**src/core/lpr_pkg.sv**
```systemverilog
// Constants of the linear pixel readout sequencer.
// Assumes a single 40 MHz reference clock and synchronous inputs.
package lpr_pkg;
    localparam int PIXELS = 128;
    localparam int PIX_W = 8;
    localparam int FIFO_DEPTH = 16;
    localparam int CNT_W = 8;
    localparam logic [CNT_W-1:0] CNT_IDLE = 8'h00;
    localparam logic [CNT_W-1:0] CNT_FIRST = 8'h01;
    localparam logic [CNT_W-1:0] CNT_RESET_LAST = 8'h12;
    localparam logic [CNT_W-1:0] CNT_END = 8'h81;
    localparam logic [PIXELS-1:0] STAGE_FIRST = {{(PIXELS-1){1'b0}}, 1'b1};
    localparam logic [PIXELS-1:0] STAGE_NONE = '0;
    localparam logic [PIX_W-1:0] PIX_ZERO = 8'h00;
    // Pixel charge transfer time the host waits after edge 129, in ns.
    localparam int TQT_NS = 20000;
    localparam int CLK_PERIOD_NS = 25;
    localparam int TQT_CYCLES = (TQT_NS + CLK_PERIOD_NS - 1) / CLK_PERIOD_NS;
endpackage : lpr_pkg

```
**src/core/lpr_sequencer.sv**
```systemverilog
// Readout sequencer of a 128-pixel linear sensor, with its sample FIFO.
// Assumes synchronous inputs on ref_clk; the pixel front end feeds samples in order.
`timescale 1ns/1ps

////////////////////////////////////////////////////////////////////////////////
module lpr_fifo #(
    parameter int WIDTH = 8,
    parameter int DEPTH = 16
) (
    // Clocking.
    input wire logic ref_clk,
    input wire logic reset,
    input wire logic clk_en,
    // Write side.
    input wire logic in_valid,
    input wire logic [WIDTH-1:0] in_data,
    output logic in_ready,
    // Read side.
    output logic out_valid,
    output logic [WIDTH-1:0] out_data,
    input wire logic out_ready
);
    localparam int AW = $clog2(DEPTH);
    logic [WIDTH-1:0] mem [DEPTH];
    logic [AW-1:0] wr_ptr_q;
    logic [AW-1:0] rd_ptr_q;
    logic [AW:0] count_q;
    logic [AW:0] count_d;
    logic push;
    logic pop;

    assign push = in_valid && in_ready;
    assign pop = out_valid && out_ready;
    assign out_valid = (count_q != '0);
    assign out_data = mem[rd_ptr_q];

    always_comb
    begin
        count_d = count_q;
        if (push && !pop)
        begin
            count_d = count_q + 1'b1;
        end
        else if (pop && !push)
        begin
            count_d = count_q - 1'b1;
        end
    end

    always_ff @(posedge ref_clk or posedge reset)
    begin
        if (reset)
        begin
            wr_ptr_q <= '0;
            rd_ptr_q <= '0;
            count_q <= '0;
            in_ready <= 1'b0;
        end
        else if (clk_en)
        begin
            if (push)
            begin
                wr_ptr_q <= wr_ptr_q + 1'b1;
            end
            if (pop)
            begin
                rd_ptr_q <= rd_ptr_q + 1'b1;
            end
            count_q <= count_d;
            in_ready <= (count_d != DEPTH[AW:0]);
        end
    end

    always_ff @(posedge ref_clk)
    begin
        if (clk_en && push)
        begin
            mem[wr_ptr_q] <= in_data;
        end
    end
endmodule : lpr_fifo

////////////////////////////////////////////////////////////////////////////////
module lpr_sequencer (
    // Clocking.
    input wire logic ref_clk,
    input wire logic reset,
    input wire logic clk_en,
    // Start pulse from the host.
    input wire logic serial_start,
    // Pixel samples from the front end.
    input wire logic sample_valid,
    input wire logic [lpr_pkg::PIX_W-1:0] sample_data,
    output logic sample_ready,
    // Array control.
    output logic hold_q,
    output logic integ_reset_q,
    output logic [lpr_pkg::PIXELS-1:0] stage_q,
    // Pixel output pin and status.
    output logic [lpr_pkg::PIX_W-1:0] analog_pixel_output_q,
    output logic analog_pixel_output_oe_q,
    output logic busy_q,
    output logic underrun_q
);
    import lpr_pkg::*;

    logic start_prev_q;
    logic [CNT_W-1:0] edge_cnt_q;
    logic start_take;
    logic advance;
    logic fifo_valid;
    logic [PIX_W-1:0] fifo_data;
    logic fifo_pop;

    // A start seen while a cycle runs is ignored.
    assign start_take = serial_start && !start_prev_q && !busy_q;
    assign advance = start_take || (stage_q[PIXELS-2:0] != '0);
    assign fifo_pop = advance;

    // The sender sees the FIFO's own ready flop, so every word accepted while clk_en is high is one it counted.
    lpr_fifo #(
        .WIDTH(PIX_W),
        .DEPTH(FIFO_DEPTH)
    ) u_fifo (
        .ref_clk(ref_clk),
        .reset(reset),
        .clk_en(clk_en),
        .in_valid(sample_valid),
        .in_data(sample_data),
        .in_ready(sample_ready),
        .out_valid(fifo_valid),
        .out_data(fifo_data),
        .out_ready(fifo_pop)
    );

    ////////////////////////////////////////////////////////////////////////////
    always_ff @(posedge ref_clk or posedge reset)
    begin
        if (reset)
        begin
            start_prev_q <= 1'b0;
            hold_q <= 1'b0;
        end
        else if (clk_en)
        begin
            start_prev_q <= serial_start;
            hold_q <= start_take;
        end
    end

    // Shift register carrying the start pulse across the pixels.
    always_ff @(posedge ref_clk or posedge reset)
    begin
        if (reset)
        begin
            stage_q <= STAGE_NONE;
        end
        else if (clk_en)
        begin
            if (start_take)
            begin
                stage_q <= STAGE_FIRST;
            end
            else
            begin
                stage_q <= {stage_q[PIXELS-2:0], 1'b0};
            end
        end
    end

    // Edge count within the cycle: 1 at the start edge, 128 at the last; cleared on edge 129.
    always_ff @(posedge ref_clk or posedge reset)
    begin
        if (reset)
        begin
            edge_cnt_q <= CNT_IDLE;
            busy_q <= 1'b0;
            integ_reset_q <= 1'b0;
        end
        else if (clk_en)
        begin
            if (start_take)
            begin
                edge_cnt_q <= CNT_FIRST;
                busy_q <= 1'b1;
                integ_reset_q <= 1'b1;
            end
            else if (busy_q)
            begin
                edge_cnt_q <= edge_cnt_q + 1'b1;
                if (edge_cnt_q == CNT_RESET_LAST)
                begin
                    integ_reset_q <= 1'b0;
                end
                if (edge_cnt_q + 1'b1 == CNT_END)
                begin
                    busy_q <= 1'b0;
                    edge_cnt_q <= CNT_IDLE;
                end
            end
        end
    end

    // Output pin: driven only while a stage holds the pulse.
    always_ff @(posedge ref_clk or posedge reset)
    begin
        if (reset)
        begin
            analog_pixel_output_q <= PIX_ZERO;
            analog_pixel_output_oe_q <= 1'b0;
            underrun_q <= 1'b0;
        end
        else if (clk_en)
        begin
            analog_pixel_output_oe_q <= advance;
            if (advance && fifo_valid)
            begin
                analog_pixel_output_q <= fifo_data;
            end
            else if (!advance)
            begin
                analog_pixel_output_q <= PIX_ZERO;
            end
            if (start_take)
            begin
                underrun_q <= !fifo_valid;
            end
            else if (advance && !fifo_valid)
            begin
                underrun_q <= 1'b1;
            end
        end
    end
endmodule : lpr_sequencer

```
**config.mk**
```make
export PLATFORM = sky130hd
export DESIGN_NAME = lpr_sequencer
export DESIGN_NICKNAME = d
export VERILOG_FILES = /design/src/core/lpr_pkg.sv /design/src/core/lpr_sequencer.sv
export SDC_FILE = /design/constraint.sdc
export NUM_CORES = 1
export LEC_CHECK = 0
export CAP_MARGIN = 40
export CORE_MARGIN = 5
export CORE_UTILIZATION = 26
export DETAILED_ROUTE_END_ITERATION = 16
export DONT_BUFFER_PORTS = 1
export REMOVE_ABC_BUFFERS = 1
export SETUP_SLACK_MARGIN = 0.1
export SYNTH_ARGS = -nofsm -noshare
export SYNTH_HDL_FRONTEND = slang
export SYNTH_SLANG_ARGS = --single-unit
```
**constraint.sdc**
```tcl
create_clock -name ref_clk -period 8.3 [get_ports ref_clk]
set_clock_uncertainty 0.05 [all_clocks]
set_input_delay 1.245 -clock ref_clk [delete_from_list [all_inputs] [get_ports ref_clk]]
set_output_delay 1.245 -clock ref_clk [all_outputs]
set_load 0.05 [all_outputs]
```
======== Yosys cells after proc, flatten, opt, wreduce, memory -nomap -nowiden ========
Memory sizes are Yosys's and may differ from the RTL's.
Index checks and enable logic that the tools add are counted.
cells by class
  $add $sub $neg .......................... 5
  equality and inequality tests ........... 4
  multiplexer cells ....................... 18
  reduce and logical (&&, ||, !) cells .... 25
operators by type and width
  operator             number
  $mux 128             1
  $reduce_bool 127->1  1
  $mux 8               5
  $mux 1               10
  $mux 5               2
  $reduce_and 2->1     5
  $add 4x1->4 const B  2
  $add 8x1->8 const B  1
  $eq 8x5->1 const B   1
  $eq 8x8->1 const B   1
  $logic_and 1x1->1    8
  $reduce_bool 2->1    3
  $add 5x1->5 const B  1
  $logic_not 1->1      5
  $ne 5x5->1 const B   1
  $reduce_bool 5->1    1
  $sub 5x1->5 const B  1
  $reduce_and 3->1     1
  $ne 2x1->1 const B   1
  $logic_or 1x1->1     1
word-level totals
  output and inout bits ................... 142
  memories ................................ 1
  memory bits (writable) .................. 128
  logic and storage cells ................. 66
  register bits after elaboration ......... 164
  input bits .............................. 13
memory list
  name        words  width  rd ports  clocked after memory_dff  wr ports  line                 RTL
  u_fifo.mem  16     8      1         0                         1         lpr_sequencer.sv:24  logic [WIDTH-1:0] mem [DEPTH];

======== Longest topological paths before layout ========
Gate-level depths: netlist of the first run.
  word-level depth ........................ 9
  gate-level depth with buffers ........... 9
  depth with buffers taken out ............ 8

======== Modules after synthesis ========
Synthesis of the first run repeated with hierarchy kept, for this count alone.
unflattened totals
  cells, all modules ...................... 873
  area, all modules ....................... 12,348.1 um^2
by module, submodules not included
  module         times used  area each (um^2)  cells each  sequential area each (um^2)
  lpr_sequencer  1           6,511.2           579         3,728.6
  lpr_fifo       1           5,836.8           294         4,194.0

======== Worst setup path before layout of the first run ========
OpenSTA, ideal clock, no wires.
  path kind ............................... input port to flip-flop
  from .................................... in serial_start
  to ...................................... reg u_fifo.count_q[2]
  data arrival time ....................... 2.919 ns
  cell stages on the path ................. 7
  data required time ...................... 8.130 ns
  buffers on the path ..................... 1
  path slack .............................. 5.211 ns
  library setup time ...................... 0.120 ns
  path through ............................ nor3b_2 nand3b_1 nor4_4 and3_1 buf_6 mux2_2 a31o_2
between the ends
  word-level cells in the longest chain between the ends .. 7
  elaborated cells on any way between the ends .. 9
  those cells by class .................... mux: 2; reduce/logical: 7
ends and longest elaborated chain
  what                                                         line                                      RTL
  start, declared                                              lpr_sequencer.sv:90                       input wire logic serial_start,
  $logic_and 1x1->1 * (2 in series)                            lpr_sequencer.sv:116                      assign start_take = serial_start && !start_prev_q && !busy_q;
  $logic_or 1x1->1 *                                           lpr_sequencer.sv:117                      assign advance = start_take || (stage_q[PIXELS-2:0] != '0);
  $logic_and 1x1->1 *                                          lpr_sequencer.sv:33                       assign pop = out_valid && out_ready;
  $logic_and 1x1->1 / $logic_not 1->1 (equally long branches)  lpr_sequencer.sv:44, lpr_sequencer.sv:40
  $mux 5 / $logic_and 1x1->1 (equally long branches)           lpr_sequencer.sv:44, lpr_sequencer.sv:40
  $mux 5 *                                                     lpr_sequencer.sv:40                       if (push && !pop)
  end signal, assigned                                         lpr_sequencer.sv:69                       count_q <= count_d;
  end, declared                                                lpr_sequencer.sv:27                       logic [AW:0] count_q;
Every way passes the cells marked *; elsewhere a longest branch is shown, timed or not.
A chain may end at the register's enable or synchronous reset.

======== Final worst setup path of the first run ========
  from .................................... reg stage_q[107] (netlist bit)
  to ...................................... reg u_fifo.count_q[2]
between the ends
  word-level cells in the longest chain between the ends .. 6
  elaborated cells on any way between the ends .. 8
  those cells by class .................... mux: 2; reduce/logical: 6
ends and longest elaborated chain
  what                                                         line                                      RTL
  start, declared                                              lpr_sequencer.sv:98                       output logic [lpr_pkg::PIXELS-1:0] stage_q,
  start signal, assigned                                       lpr_sequencer.sv:166                      stage_q <= {stage_q[PIXELS-2:0], 1'b0};
  $reduce_bool 127->1 *                                        lpr_sequencer.sv:117
  $logic_or 1x1->1 *                                           lpr_sequencer.sv:117
  $logic_and 1x1->1 *                                          lpr_sequencer.sv:33
  $logic_and 1x1->1 / $logic_not 1->1 (equally long branches)  lpr_sequencer.sv:44, lpr_sequencer.sv:40
  $mux 5 / $logic_and 1x1->1 (equally long branches)           lpr_sequencer.sv:44, lpr_sequencer.sv:40
  $mux 5 *                                                     lpr_sequencer.sv:40
Marked as above.

==> flow_summary.yaml, run 1 <==
run_status:
  status: "complete, no violations"
synthesis:
  synthMuxAreaShare_pct: 6.35
  async_reset_ff_share_pct: 56.0
  synth_fa_ha_area_share_pct: 1.01
  synth.area.top_cells: "dfrtp_1 (33%), edfxtp_1 (31%), nand2_1 (4.8%), o2bb2ai_1 (4.6%), o22ai_1 (3.6%)"
  synth_top_family_by_area: "compound AO/OA/AOI/OAI gates"
  synthSimpleGateAreaFrac_pct: 10.3
  ys.warnings.count: 0
  synth_edf_count: 128
  yosysTopAreaCellShare_pct: 33.1
  synth.avg_cell_area_um2: 12.5
  synth-xor-area-share_pct: 0.568
  ys_seq_area_share_pct: 64.2
  netlist_instances: 986
  synth_ff_type: "dfrtp_1"
  yosysTopAreaCell: "dfrtp_1"
  synth_compound_area_share_pct: 13.1
  synth.lib_cells_used.distinct: 60
  ys_ff_latch: 291
  synth_common_cells: "dfrtp_1 (163), nand2_1 (158), edfxtp_1 (128)"
  yosys.cell_count.top_type: "dfrtp_1"
  netlist_area_mm2: 0.0123
layout:
  final_net_count: 992
  n_fill_cell: 4738
  antenna_cells: 0
  stdcell_count: 1598
  drive_gt1_share_pct: 10.2
  area_growth_pct: 13.5
route:
  vias_per_cell: 4.97
  drtIter0Drc: 482
  drc_errors: 0
  drtAntennaViolNets: 0
  totalWireLength_um: 31800
  drtPass1Iterations: 4
  avgRoutedWirePerCell_um: 19.9
  vias: 7936
timing:
  finalCritPeriodShare_pct: 39.4
  whs_ns: 0.499
  worstMarginPinSlew_ns: 0.856
  setup_tns_ns: 0
  hold_viol: 0
  fin_ws_ns: 5.03
  finalSetupViolCount: 0
  period_needed_ns: 3.27
  drv_slew: 0
  rsz0062_at_grt: "no"
  relSlewSlack_pct: 42.8
  clock.fmax_mhz: 305
clock_network:
  root_buffer: "clkbuf_16"
  clkLatencyLatePin_ns: 0.56
  post_cts_resized: 0
  h-tree-depth: 1
  path_clk_slew_ns: 0.06
  cts-hold-fix-buffers: 0
  cts_tree: "done"
  cts.sinks: 291
  ctsLongestPathBuffers: 3
  postCtsSetupBuffers: 0
  numCtsBuffers: 31
setup_path:
  rrSetupSlack_ns: 5.03
  r2r_cells: 6
  cp-start-kind: "flip-flop"
  regToRegStartpoint: "stage_q[107]$_DFFE_PP0P_"
  cp_max_fo: 9
  worstPathArrival_ns: 3.67
  crit_required_ns: 8.69
  cp-endpoint: "u_fifo.count_q[2]$_DFFE_PP0P_"
  end_kind: "flip-flop"
  startpoint: "stage_q[107]$_DFFE_PP0P_"
  r2r-end: "u_fifo.count_q[2]$_DFFE_PP0P_"
  critPathKind: "flip-flop to flip-flop"
grt:
  grt.total_usage_pct: 11.8
  grt_max_degree: 211
  antenna_found_initial: 0
  grt_pass1_vias: 7970
  grt_pass1_wl_um: 49600
  grt_overflow_total: 0
placement:
  gp_congestion: 0.823
  dp.cells: 1543
  pre_cts_ws_ns: 4.53
  port_buffers: 0
  place_hpwl_um: 21200
die:
  boundaryPins: 155
  die_h_um: 228
  core_mm2: 0.0468
  row_count: 79
  start_util_pct: 26.4
  die-area_mm2: 0.0519
  die_w_um: 228
hold_path:
  hp-class: "flip-flop to flip-flop"
  holdCritStartpoint: "edge_cnt_q[7]$_DFFE_PP0P_"
run:
  maxCapViolCount: 0
power:
  power_density_mw_per_mm2: 315
  leakage_nw: 5.16
  irDropWorstVdd_mv: 0.164
  fin_total_pwr_mw: 4.40
==> cell families (layout without fill, tap and decap cells) <==
logic type               after synthesis  in the layout
flip-flops                           291            291
AND/OR/NAND/NOR                      273            273
AO/OA/AOI/OAI                        211            211
buffers and inverters                139            144
multiplexers                          54             54
adder cells (fa/ha/maj)               10             10
XOR/XNOR                               8              8
==> layer usage <==
metal	track usage, %	vias to the layer above	routed length, µm	part of all wire [%]
li1	-	3629	-	-
met1	14.9	3996	13200	41
met2	18.7	262	14600	46
met3	5.50	49	3400	11
met4	2.53	0	660	2.1
met5	0	-	0	0
==> where the power goes <==
part	total [mW]	leakage [nW]	switching (mW)	internal, mW
clock network	1.35	0.489	0.561	0.789
logic	0.905	1.33	0.513	0.391
registers	2.15	3.34	0.496	1.65
total	4.40	5.16	1.57	2.83
==> cell type report <==
cell class,count,area (µm²),area share (%)
sequential,291,7920,56.6
multi-input combinational,556,3870,27.7
clock buffer,40,860,6.14
tap,607,759,5.42
inverter,75,287,2.05
timing repair buffer,14,160,1.14
clock inverter,15,138,0.983
==> placed cells by master, fill, tap and decap left out, types with 6 or more instances in the layout <==
cell type  synthesis  layout
clkbuf_16          0      31
mux4_2            19      19
a21oi_1           13      13
ha_1              10      10
nor4_1            31      31
a22o_1             6       6
xnor2_1            7       7
dfrtp_1          163     162
nand2_1          158     158
nand3_1           11      11
mux2i_1           31      31
o22ai_1           70      70
edfxtp_1         128     128
nor3_1             9       9
nand4_1           12      12
o21ai_0           11      11
o2bb2ai_1         65      65
buf_4              3       9
o221ai_1          14      14
inv_1             73      72
nor2_1            28      28
==> state kept, by name (all words and copies together) (netlist names), 4 cells and up <==
signal                 count
analog_pixel_output_q      8
stage_q                  128
u_fifo.rd_ptr_q            4
u_fifo.mem               128
edge_cnt_q                 8
u_fifo.wr_ptr_q            4
u_fifo.count_q             5
==> worst min path at each step <==
stage               slack, ns  depth (start not counted)                            end
floorplan                0.44                          1  u_fifo.count_q[3]$_DFFE_PP0P_
global placement         0.48                          1      edge_cnt_q[7]$_DFFE_PP0P_
detailed placement       0.49                          1      edge_cnt_q[7]$_DFFE_PP0P_
CTS                      0.50                          1      edge_cnt_q[7]$_DFFE_PP0P_
global route             0.53                          1      edge_cnt_q[7]$_DFFE_PP0P_
finish                   0.50                          1      edge_cnt_q[7]$_DFFE_PP0P_
==> worst max-delay path, stage by stage, from the launching register on <==
cell	delay [ns]
dfrtp_1	0.59
nor4_1	0.70
nand3b_1	0.21
nor4_4	0.53
and3_1	0.47
mux2_2	0.38
a31o_2	0.24
==> through the flow <==
step | utilization, % | instance area [µm²]
6_report | 29.9 | 14000
5_1_grt | 29.9 | 14000
4_1_cts | 29.9 | 14000
3_5_place_dp | 27.8 | 13000
3_3_place_gp | 27.6 | 12900
2_1_floorplan | - | 12100
(Power assumes the default switching activity.)
==> inputs of run 2 (changes only) <==
- clock period: 8.3 -> 2.89 ns (I/O delays scaled with it)
==> flow_summary.yaml, run 2 (synthesis results as in run 1) <==
route:
  drc_errors: 0
  drtAntennaViolNets: 0
  vias_per_cell: 4.87
  drtPass1Iterations: 4
  totalWireLength_um: 35000
  drtIter0Drc: 661
  avgRoutedWirePerCell_um: 19.8
  vias: 8610
timing:
  worstMarginPinSlew_ns: 0.845
  clock.fmax_mhz: 379
  finalCritPeriodShare_pct: 91.3
  fin_ws_ns: 0.252
  rsz0062_at_grt: "no"
  hold_viol: 0
  finalSetupViolCount: 0
  relSlewSlack_pct: 43.5
  drv_slew: 0
  period_needed_ns: 2.64
  setup_tns_ns: 0
grt:
  grt_overflow_total: 0
  antenna_found_initial: 0
  grt.total_usage_pct: 13.1
  grt_max_degree: 100
  grt_pass1_wl_um: 54600
  grt_pass1_vias: 8830
setup_path:
  critPathKind: "flip-flop to flip-flop"
  worstPathArrival_ns: 3.03
  end_kind: "flip-flop"
  crit_required_ns: 3.28
  cp-start-kind: "flip-flop"
  cp_max_fo: 10
clock_network:
  ctsLongestPathBuffers: 3
  root_buffer: "clkbuf_16"
  clkLatencyLatePin_ns: 0.52
  cts_tree: "done"
  cts.sinks: 291
  numCtsBuffers: 34
  postCtsSetupBuffers: 0
  path_clk_slew_ns: 0.06
  h-tree-depth: 2
placement:
  port_buffers: 0
  place_hpwl_um: 23000
  gp_congestion: 0.803
  pre_cts_ws_ns: 0.160
layout:
  area_growth_pct: 24.8
  final_net_count: 1159
  reg_top3: "stage_q x128, u_fifo.mem x128"
  drive_gt1_share_pct: 21.9
  antenna_cells: 0
  final_cell_mix: "dfrtp_1 (161), buf_4 (159), nand2_1 (158)"
  layout_commonest_cell: "dfrtp_1"
power:
  irDropWorstVdd_mv: 0.568
  p_clk_share_pct: 31.7
  switchingPower_mw: 4.66
  switching_share_pct: 34.9
  leakage_nw: 6.06
  intPower_mw: 8.70
  power_density_mw_per_mm2: 868
  combPwrFrac_pct: 27.8
  seqPwrFrac_pct: 40.5
die:
  core_mm2: 0.0468
  boundaryPins: 155
  die_w_um: 228
  row_count: 79
  die-area_mm2: 0.0519
  start_util_pct: 26.4
  die_h_um: 228
hold_path:
  hp-class: "input pin to flip-flop"
run:
  maxCapViolCount: 0
run_status:
  status: "complete, no violations"
run 2: changes by cell type in the layout (fill, tap and decap cells not counted):
cell	before	now
clkbuf_1	4	10
clkinv_4	1	0
dfrtp_1	162	161
nor4_2	1	3
buf_12	0	3
dfrtp_2	1	2
buf_4	9	159
clkinv_1	4	3
clkbuf_16	31	35
dlygate4sd3_1	0	14
buf_2	2	0
nor4_1	31	29
clkinv_2	5	2
buf_16	3	2
run 2: layout make-up:
| class | instances | area, µm² |
|---|---|---|
| Timing Repair Buffer | 178 | 1450 |
| Tap cell | 607 | 759 |
| Fill cell | 4663 | 31400 |
| Inverter | 75 | 287 |
| Multi-Input combinational cell | 556 | 3880 |
| Clock buffer | 50 | 982 |
| Sequential cell | 291 | 7930 |
| Clock inverter | 10 | 110 |
run 2: worst paths after layout:
kind	startpoint	endpoint	slack [ns]	cells after the start
setup / recovery	stage_q[62]$_DFFE_PP0P_	analog_pixel_output_q[3]$_DFFE_PP0P_	0.25	8
hold / removal	clk_en	stage_q[110]$_DFFE_PP0P_	0.02	2
setup reg to reg	stage_q[62]$_DFFE_PP0P_	analog_pixel_output_q[3]$_DFFE_PP0P_	0.25	8
hold reg to reg	edge_cnt_q[7]$_DFFE_PP0P_	edge_cnt_q[7]$_DFFE_PP0P_	0.49	1
max in group asynchronous	reset	stage_q[14]$_DFFE_PP0P_	1.66	3
min in group asynchronous	reset	stage_q[79]$_DFFE_PP0P_	0.38	2
run 2: through the flow:
step	cell area [µm²]	util (%)	hold slack [ns]	instances	total power [mW]
after floorplan	12100	-	0.441	922	7.97
after global placement	14100	30.1	0.307	1690	9.09
after detailed placement	14100	30.2	0.315	1692	9.17
after CTS	15400	32.9	0.0000683	1765	13.5
after global routing	15400	32.9	0.00113	1767	14.1
final	15400	32.9	0.0178	1767	13.4
run 2: critical path, stage by stage (launching register included):
cell	delay, ns
dfrtp_2	0.52
nor4_1	0.31
nand4_1	0.19
nor4_4	0.43
and3_1	0.35
buf_4	0.17
o21ai_4	0.13
a2111oi_4	0.30
a21o_1	0.11
run 2: routing by layer:
layer  GRT usage, %  vias up  routed length (µm)
met4           3.06        0                 599
li1               -     3973                   -
met3           6.39       45                3900
met5              0        -                   0
met1           16.4     4332               14200
met2           20.8      260               16300
run 2: power groups by stage:
stage	registers, mW	clock network [mW]	logic, mW
global route	5.49	4.56	4.02
detailed placement	5.50	0	3.67
global placement	5.48	0	3.61
finish	5.42	4.24	3.71
CTS	5.42	4.37	3.75
floorplan	6.18	0	1.80
run 2: timing repair:
action | 4_1_cts | 5_1_grt
endpoints found under the setup margin | 0 | 5
hold buffers | 13 | 2
endpoints found under the hold margin | 255 | 1
gates resized for setup | 0 | 3
